### src/verilog/gt_pkg.sv
package gt_pkg;

    // register byte offsets
    localparam logic [7:0] GT_FIRST_CTL_OFS  = 8'h00;
    localparam logic [7:0] GT_FIRST_CNT_OFS  = 8'h04;
    localparam logic [7:0] GT_FIRST_PER_OFS  = 8'h08;
    localparam logic [7:0] GT_SECOND_CTL_OFS = 8'h0C;
    localparam logic [7:0] GT_SECOND_CNT_OFS = 8'h10;
    localparam logic [7:0] GT_SECOND_PER_OFS = 8'h14;
    localparam logic [7:0] GT_THIRD_CTL_OFS  = 8'h18;
    localparam logic [7:0] GT_THIRD_CNT_OFS  = 8'h1C;
    localparam logic [7:0] GT_THIRD_PER_OFS  = 8'h20;
    localparam logic [7:0] GT_FLAG_OFS       = 8'h24;

    // control field positions
    localparam int GT_RUN_BIT   = 15;
    localparam int GT_IDLE_BIT  = 13;
    localparam int GT_GATE_BIT  = 6;
    localparam int GT_PRE_HI    = 5;
    localparam int GT_PRE_LO    = 4;
    localparam int GT_JOIN_BIT  = 3;
    localparam int GT_SYNC_BIT  = 2;
    localparam int GT_SRC_BIT   = 1;

    // implemented control bits per timer
    localparam logic [15:0] GT_FIRST_CTL_MASK  = 16'hA076;
    localparam logic [15:0] GT_SECOND_CTL_MASK = 16'hA07A;
    localparam logic [15:0] GT_THIRD_CTL_MASK  = 16'hA072;

    // reset values
    localparam logic [15:0] GT_CTL_RST = 16'h0000;
    localparam logic [15:0] GT_CNT_RST = 16'h0000;
    localparam logic [15:0] GT_PER_RST = 16'hFFFF;

    // prescaler terminal counts (ratio minus one)
    localparam logic [7:0] GT_PRE_MAX_1   = 8'h00;
    localparam logic [7:0] GT_PRE_MAX_8   = 8'h07;
    localparam logic [7:0] GT_PRE_MAX_64  = 8'h3F;
    localparam logic [7:0] GT_PRE_MAX_256 = 8'hFF;

    typedef struct packed {
        logic       run;
        logic       halt_idle;
        logic       gate_en;
        logic [1:0] presc;
        logic       join_w;
        logic       sync;
        logic       src_ext;
    } gt_ctl_s;

endpackage : gt_pkg

### src/verilog/gt_timers.sv
// Functional notes
// - first timer: 16-bit timer, synchronous or unsynchronized counter
// - first timer flags on period match, or on gate fall in gated mode
// - control bit 15 starts (1) or stops (0) the timer
// - control bit 13 set halts the timer in Idle, clear keeps it running
// - bit 6 enables gated accumulation only with internal clock selected
// - bits 5-4 prescale: 11=1:256, 10=1:64, 01=1:8, 00=1:1
// - bit 2 selects synchronized external pin; with internal clock it only shifts gate sampling
// - bit 1: 1 counts external pin rising edges, 0 counts instruction clock
// - unimplemented first control bits 14, 12-7, 3, 0 read zero
// - first timer keeps running in Idle when so configured
// - split second and third timers support all modes except unsynchronized
// - joined second and third timers form one 32-bit timer or counter
// - joined: second count is low word, third count high word
// - joined: third timer controls ignored, second's controls and pins used
// - joined: period match flags through the third timer's flag
// - joined period is third period high word, second period low word
// - joined count readable as pair, third high word, second low word
// - second, third counts are time bases; only joined pair triggers ADC
// - second control bit 3 joins the pair when 1, splits when 0
module gt_timers
    import gt_pkg::*;
(
    // apb slave
    input  wire logic        pclk,
    input  wire logic        presetn,
    input  wire logic        psel,
    input  wire logic        penable,
    input  wire logic        pwrite,
    input  wire logic [7:0]  paddr,
    input  wire logic [31:0] pwdata,
    output logic      [31:0] prdata,
    output logic             pready,
    output logic             pslverr,
    // device state
    input  wire logic        idle_mode,
    // external clock / gate pins
    input  wire logic        first_ext_clock_pin,
    input  wire logic        second_ext_clock_pin,
    input  wire logic        third_ext_clock_pin,
    // flags and time base outputs
    output logic             first_irq_flag,
    output logic             second_irq_flag,
    output logic             third_irq_flag,
    output logic      [15:0] tb_second_count,
    output logic      [15:0] tb_third_count,
    output logic             adc_trigger
);

    function automatic gt_ctl_s gt_decode(input logic [15:0] v);
        gt_ctl_s c;
        c.run       = v[GT_RUN_BIT];
        c.halt_idle = v[GT_IDLE_BIT];
        c.gate_en   = v[GT_GATE_BIT];
        c.presc     = v[GT_PRE_HI:GT_PRE_LO];
        c.join_w    = v[GT_JOIN_BIT];
        c.sync      = v[GT_SYNC_BIT];
        c.src_ext   = v[GT_SRC_BIT];
        return c;
    endfunction : gt_decode

    function automatic logic [7:0] gt_pre_max(input logic [1:0] sel);
        logic [7:0] m;
        m = GT_PRE_MAX_1;
        case (sel)
            2'h1:    m = GT_PRE_MAX_8;
            2'h2:    m = GT_PRE_MAX_64;
            2'h3:    m = GT_PRE_MAX_256;
            default: m = GT_PRE_MAX_1;
        endcase
        return m;
    endfunction : gt_pre_max

    logic [15:0] ctl_r   [3];
    logic [15:0] cnt_r   [3];
    logic [15:0] cnt_nxt [3];
    logic [15:0] per_r   [3];
    logic [7:0]  pre_r   [3];
    logic [7:0]  pre_nxt [3];
    logic [2:0]  flag_r;
    logic [2:0]  flag_nxt;
    logic [2:0]  set_flag;
    logic [2:0]  pin_s1_r;
    logic [2:0]  pin_s2_r;
    logic [2:0]  pin_s3_r;
    logic [2:0]  prev_r;
    logic        pready_r;
    logic        pslverr_r;
    logic [31:0] prdata_r;
    logic        adc_r;
    logic        adc_nxt;

    gt_ctl_s     c [3];
    logic        join_w;
    logic [2:0]  lvl;
    logic [2:0]  rise;
    logic [2:0]  fall;
    logic [2:0]  gated;
    logic [2:0]  run;
    logic [2:0]  src_tick;
    logic [2:0]  pre_hit;
    logic [2:0]  match16;
    logic        match32;
    logic [31:0] cnt32;
    logic [31:0] per32;
    logic [31:0] cnt32_inc;
    logic        acc;
    logic        wr_en;
    logic [31:0] rd_data;
    logic        rd_err;
    logic [15:0] wdat;
    logic [2:0]  wr_ctl;
    logic [2:0]  wr_cnt;
    logic [2:0]  wr_per;
    logic        wr_flag;

    // apb: one wait state, write lands on the edge that samples pready
    assign acc   = psel & penable & ~pready_r;
    assign wr_en = psel & penable & pready_r & pwrite & ~pslverr_r;
    assign wdat  = pwdata[15:0];

    assign wr_ctl[0] = wr_en & (paddr == GT_FIRST_CTL_OFS);
    assign wr_ctl[1] = wr_en & (paddr == GT_SECOND_CTL_OFS);
    assign wr_ctl[2] = wr_en & (paddr == GT_THIRD_CTL_OFS);
    assign wr_cnt[0] = wr_en & (paddr == GT_FIRST_CNT_OFS);
    assign wr_cnt[1] = wr_en & (paddr == GT_SECOND_CNT_OFS);
    assign wr_cnt[2] = wr_en & (paddr == GT_THIRD_CNT_OFS);
    assign wr_per[0] = wr_en & (paddr == GT_FIRST_PER_OFS);
    assign wr_per[1] = wr_en & (paddr == GT_SECOND_PER_OFS);
    assign wr_per[2] = wr_en & (paddr == GT_THIRD_PER_OFS);
    assign wr_flag   = wr_en & (paddr == GT_FLAG_OFS);

    always_comb begin
        rd_err  = 1'b0;
        rd_data = 32'h0000_0000;
        if (paddr == GT_FIRST_CTL_OFS) begin
            rd_data = {16'h0000, ctl_r[0]};
        end else if (paddr == GT_FIRST_CNT_OFS) begin
            rd_data = {16'h0000, cnt_r[0]};
        end else if (paddr == GT_FIRST_PER_OFS) begin
            rd_data = {16'h0000, per_r[0]};
        end else if (paddr == GT_SECOND_CTL_OFS) begin
            rd_data = {16'h0000, ctl_r[1]};
        end else if (paddr == GT_SECOND_CNT_OFS) begin
            rd_data = {16'h0000, cnt_r[1]};
        end else if (paddr == GT_SECOND_PER_OFS) begin
            rd_data = {16'h0000, per_r[1]};
        end else if (paddr == GT_THIRD_CTL_OFS) begin
            rd_data = {16'h0000, ctl_r[2]};
        end else if (paddr == GT_THIRD_CNT_OFS) begin
            rd_data = {16'h0000, cnt_r[2]};
        end else if (paddr == GT_THIRD_PER_OFS) begin
            rd_data = {16'h0000, per_r[2]};
        end else if (paddr == GT_FLAG_OFS) begin
            rd_data = {29'h0000_0000, flag_r};
        end else begin
            rd_err = 1'b1;
        end
    end

    // decoded controls; third timer's are unused when joined
    assign c[0]   = gt_decode(ctl_r[0]);
    assign c[1]   = gt_decode(ctl_r[1]);
    assign c[2]   = gt_decode(ctl_r[2]);
    assign join_w = c[1].join_w;

    // unsynchronized first-timer path skips the alignment stage only;
    // a true second domain is not modelled, so both paths stay metastable-safe
    assign lvl[0] = c[0].sync ? pin_s3_r[0] : pin_s2_r[0];
    assign lvl[1] = pin_s3_r[1];
    assign lvl[2] = pin_s3_r[2];
    assign rise   = lvl & ~prev_r;
    assign fall   = ~lvl & prev_r;

    genvar g;
    generate
        for (g = 0; g < 3; g++) begin : g_tick
            assign gated[g]    = c[g].gate_en & ~c[g].src_ext;
            assign run[g]      = c[g].run
                                 & ~(idle_mode & c[g].halt_idle);
            assign src_tick[g] = run[g] & (c[g].src_ext ? rise[g]
                                 : (~gated[g] | lvl[g]));
            assign pre_hit[g]  = src_tick[g]
                                 & (pre_r[g] == gt_pre_max(c[g].presc));
            assign match16[g]  = cnt_r[g] == per_r[g];
        end
    endgenerate

    assign cnt32     = {cnt_r[2], cnt_r[1]};
    assign per32     = {per_r[2], per_r[1]};
    assign match32   = cnt32 == per32;
    assign cnt32_inc = cnt32 + 32'h0000_0001;

    always_comb begin
        set_flag = 3'h0;
        adc_nxt  = 1'b0;
        for (int i = 0; i < 3; i++) begin
            cnt_nxt[i] = cnt_r[i];
            pre_nxt[i] = src_tick[i] ? (pre_hit[i] ? 8'h00
                         : pre_r[i] + 8'h01) : pre_r[i];
        end
        for (int i = 0; i < 3; i++) begin
            if (!(join_w && i > 0)) begin
                if (pre_hit[i]) begin
                    if (match16[i] && !gated[i]) begin
                        cnt_nxt[i]  = 16'h0000;
                        set_flag[i] = 1'b1;
                    end else begin
                        cnt_nxt[i] = cnt_r[i] + 16'h0001;
                    end
                end
                if (run[i] && gated[i] && fall[i]) begin
                    set_flag[i] = 1'b1;
                end
            end
        end
        if (join_w) begin
            if (pre_hit[1]) begin
                if (match32 && !gated[1]) begin
                    cnt_nxt[1]  = 16'h0000;
                    cnt_nxt[2]  = 16'h0000;
                    set_flag[2] = 1'b1;
                    adc_nxt     = 1'b1;
                end else begin
                    cnt_nxt[1] = cnt32_inc[15:0];
                    cnt_nxt[2] = cnt32_inc[31:16];
                end
            end
            if (run[1] && gated[1] && fall[1]) begin
                set_flag[2] = 1'b1;
            end
        end
        for (int i = 0; i < 3; i++) begin
            if (wr_cnt[i]) begin
                cnt_nxt[i] = wdat;
            end
            if (wr_ctl[i]) begin
                pre_nxt[i] = 8'h00;
            end
        end
    end

    // hardware set wins over a software clear in the same cycle
    assign flag_nxt = (flag_r & ~(wr_flag ? pwdata[2:0] : 3'h0)) | set_flag;

    always_ff @(posedge pclk or negedge presetn) begin
        if (!presetn) begin
            pin_s1_r <= 3'h0;
            pin_s2_r <= 3'h0;
            pin_s3_r <= 3'h0;
            prev_r   <= 3'h0;
        end else begin
            pin_s1_r <= {third_ext_clock_pin, second_ext_clock_pin,
                         first_ext_clock_pin};
            pin_s2_r <= pin_s1_r;
            pin_s3_r <= pin_s2_r;
            prev_r   <= lvl;
        end
    end

    always_ff @(posedge pclk or negedge presetn) begin
        if (!presetn) begin
            pready_r  <= 1'b0;
            pslverr_r <= 1'b0;
            prdata_r  <= 32'h0000_0000;
        end else begin
            pready_r  <= acc;
            pslverr_r <= acc & rd_err;
            prdata_r  <= (acc && !pwrite) ? rd_data : 32'h0000_0000;
        end
    end

    always_ff @(posedge pclk or negedge presetn) begin
        if (!presetn) begin
            for (int i = 0; i < 3; i++) begin
                ctl_r[i] <= GT_CTL_RST;
                cnt_r[i] <= GT_CNT_RST;
                per_r[i] <= GT_PER_RST;
                pre_r[i] <= 8'h00;
            end
            flag_r <= 3'h0;
            adc_r  <= 1'b0;
        end else begin
            if (wr_ctl[0]) ctl_r[0] <= wdat & GT_FIRST_CTL_MASK;
            if (wr_ctl[1]) ctl_r[1] <= wdat & GT_SECOND_CTL_MASK;
            if (wr_ctl[2]) ctl_r[2] <= wdat & GT_THIRD_CTL_MASK;
            for (int i = 0; i < 3; i++) begin
                if (wr_per[i]) per_r[i] <= wdat;
                cnt_r[i] <= cnt_nxt[i];
                pre_r[i] <= pre_nxt[i];
            end
            flag_r <= flag_nxt;
            adc_r  <= adc_nxt;
        end
    end

    assign prdata          = prdata_r;
    assign pready          = pready_r;
    assign pslverr         = pslverr_r;
    assign first_irq_flag  = flag_r[0];
    assign second_irq_flag = flag_r[1];
    assign third_irq_flag  = flag_r[2];
    assign tb_second_count = cnt_r[1];
    assign tb_third_count  = cnt_r[2];
    assign adc_trigger     = adc_r;
endmodule : gt_timers

### config.mk
export PLATFORM = sky130hd
export DESIGN_NAME = gt_timers
export DESIGN_NICKNAME = d
export VERILOG_FILES = /design/src/verilog/gt_pkg.sv /design/src/verilog/gt_timers.sv
export SDC_FILE = /design/constraint.sdc
export NUM_CORES = 1
export LEC_CHECK = 0
export ABC_AREA = 1
export ABC_CLOCK_PERIOD_IN_PS = 5550
export BUFFER_PORTS_ARGS = -buffer_cell sky130_fd_sc_hd__buf_2
export CORE_MARGIN = 4
export CORE_UTILIZATION = 50
export CTS_CLUSTER_DIAMETER = 30
export DETAILED_ROUTE_END_ITERATION = 16
export PLACE_DENSITY = 0.72
export SYNTH_ARGS = -nofsm -noshare
export SYNTH_HDL_FRONTEND = slang
export SYNTH_SLANG_ARGS = --single-unit
### constraint.sdc
create_clock -name pclk -period 5.55 [get_ports pclk]
set_input_delay 0.2775 -clock pclk [delete_from_list [all_inputs] [get_ports pclk]]
set_output_delay 0.2775 -clock pclk [all_outputs]
set_load 0.01 [all_outputs]
==> results.md <==
- Post-Syn Area: 0.0113 mm^2
- Gr usage total: 0.287
- Num rows: 54
- P&R area growth vs syn: 7.92%
- Clock sink count: roughly 170
- Die Area: 0.0250 mm^2
- Most common cell in the netlist: nand2_1
- FF+latch count, synth: approximately 170
- Post-synthesis sequential area ratio: 0.391
- Vias/cell: between 5 and 6
- Worst VDD drop: 193 uV
- Clock slew at reported path FFs: ~0.070 ns
- Global-route wire length before repair: roughly 56000 um
- Kind of end point of the critical path: flip-flop
- Synth top cells by count: nand2_1, inv_1, nor2_1
- Routability cong.: 0.994
- Pwr dens: 223 mW/mm^2
- Chip Width: 158 um
- Met2 Usage GRT: 0.457
- Main synth FF type: dfrtp_1
- Int Pwr: 0.00199 W
- Hold crit path type: in -> reg
- P_leak: 5.77 nW
- Grt met1 use: 0.409
- RSZ-0062 raised after global routing: no
- Post-route DRC violation count: 0
- Max Cap Viol: 0
- DP HPWL: between 20000 and 30000 um
- H-tree Lvls: 4
- Drt wl/cell: ~19 um
- Sequential share of power: 0.485
- Initial Util: 0.512
- Post-CTS sizing: 0
- Nets: between 1500 and 2000
- Vias in the first global route: between 9000 and 10000
- Largest net degree at the start of global routing: 74
- Placed Cells: ~1900
- Met3 Use GR: 0.0418
- Required time of the critical path: between 5 and 6 ns
- EDFF count, synth: 0
- Netlist cell types: 43
- Average size of a mapped cell: around 7.1 um^2
- Core ar.: between 0.02 and 0.025 mm^2
- Slew margin rel.: 0.194
- CTS buffer count: 17
- Final Util: 0.552
- Power share of the combinational group: 0.057
- Most used routing layer: met2
- Max clock buf depth: 2
- Setup violations, final: 0
- Worst setup SP type: input port
- Fill cells: 2165
- WL final: roughly 35000 um
- WS Path Type: in -> reg
- FFs w/ async S/R, synth: 1.00
- Grt total ovfl: 0
- Clock power frac: 0.458
- Yosys top cell area share: 0.280
- Layout Cells excl Fill: between 1500 and 2000
- Post-CTS Setup Inserts: 0
- Setup TNS: 0 ns
- Via count: between 10000 and 15000
- CTS root buf: clkbuf_16
- DP Worst Slack: roughly 2.1 ns
- CP arrival: between 3 and 4 ns
- I/O pin cnt: approximately 120
- Post-Syn Instances: approximately 1600
- Port buffer count: 86
- Fin. max-slew vios: 0
- Ant. Diodes: 0
- Antenna Nets Post-Route: 0
- CTS tree: built
- Worst skew pair latency: roughly 0.45 ns
- Iteration-0 DRC count of the detailed router: around 1200
- Fin crit share: 0.570
- Status: completed
- Synth area leaders: dfrtp_1, nand2_1, dfstp_2, inv_1, o21ai_0
- Die height: 158 um
- Net Switching: 0.000722 W
- Yosys warning count: 0
- Hold Vio Cnt, Final: 0
- First drt pass iteration count: 6
- Synth area leader: dfrtp_1
- Final worst slack: roughly 2.4 ns
- Critical path peak fanout: 31
- Switching Fraction: 0.267
- Fmax: ~0.32 GHz
- Tmin final: roughly 3.2 ns
- Initial antenna violation count: 0
- Slew @ Worst Pin: ~1.2 ns
- Layout cells sized above 1: 0.124
- Final Skew: 0.0128 ns
layer usage:
| layer | up-vias | part of all wire |
|---|---|---|
| li1 | 5121 | - |
| met1 | 4963 | 0.43 |
| met2 | 471 | 0.47 |
| met3 | 62 | 0.076 |
| met4 | 0 | 0.024 |
| met5 | - | 0 |
final timing paths:
check / from / endpoint / slack, ns / cells after the start
max: paddr[7] / tb_second_count[15] / 2.39 / 9
min: pwdata[1] / cnt_r[33] / 0.07 / 3
max reg2reg: tb_second_count[15] / tb_second_count[7] / 2.63 / 11
min reg2reg: pin_s2_r[2] / pin_s3_r[2] / 0.34 / 0
max in group asynchronous: presetn / cnt_r[32] / 3.91 / 3
min in group asynchronous: presetn / pre_r[3] / 0.41 / 2
state kept, by name (all words and copies together) (netlist names):
signal and cells:
adc_trigger 1, per_r 16, pre_r 24, pin_s1_r 3, c 20, tb_third_count 16, pin_s2_r 3, tb_second_count 16
prdata 16, per32 32, prev_r 3, flag_r 3, pslverr 1, cnt_r 16, pin_s3_r 3, pready 1
through the flow:
stage	instance area, um^2	total power (W)	hold WS [ns]
6_report	12200	0.00271	0.0733
5_1_grt	12200	0.00279	0.0963
4_1_cts	12200	0.00272	0.0707
3_5_place_dp	11500	0.00149	0.335
3_3_place_gp	11500	0.00148	0.335
2_1_floorplan	11300	0.00142	-0.0181
layout by cell type (no fill, tap or decap), types with 6 or more instances in the layout:
cell type    n
nand2_1    386
inv_1      175
nor2_1     154
o21ai_0    130
dfrtp_1    126
nand3_1    115
buf_2       85
a21oi_1     83
xor2_1      69
dfstp_2     48
nor3_1      36
nand4_1     18
clkbuf_16   17
conb_1      16
o211ai_1    15
nand3b_1    15
a22oi_1     14
o2111ai_1   13
o22ai_1      8
inv_2        7
nand2_2      7
o221ai_1     7
nor2_2       6
xnor2_1      6
ha_1         6
timing repair:
item                                    CTS  global route
endpoints found under the setup margin    0             0
hold buffers                              4             0
endpoints found under the hold margin    48             0
layout make-up:
type	instances	area [um^2]	share of cell area
well taps	280	350	0.0288
repair buffers	95	514	0.0423
multi-input cells	1127	5590	0.460
clock inverters	14	168	0.0138
flip-flops and latches	174	4410	0.363
inverters	184	691	0.0568
clock buffers	18	439	0.0361
power groups by stage:
stage	registers [W]	clock network (W)	logic (W)
after detailed placement	0.00134	0	0.000152
after floorplan	0.00132	0	0.0000950
final	0.00131	0.00124	0.000155
after CTS	0.00131	0.00125	0.000155
after global routing	0.00132	0.00130	0.000175
after global placement	0.00133	0	0.000149
cells by family after synthesis:
kind of cell | Yosys count | share of synthesized area
adders and majority gates | 6 | 0.00666
other | 1 | 0.000333
xor gates and xnor gates | 75 | 0.0583
DFF | 174 | 0.391
AOI/OAI and AO/OA | 278 | 0.139
and+or+nand+nor | 752 | 0.286
buffers and inverters | 295 | 0.118
worst max-delay path, stage by stage:
cell and delay [ns]:
buf_2 0.10, nor2_2 0.15, nand3_1 0.23, nor2_1 0.74, clkinv_1 0.58, nor2_2 1.07, inv_1 0.14, nor2_1 0.13
a21oi_1 0.05
Note: power is estimated with default switching activity, not from simulation.
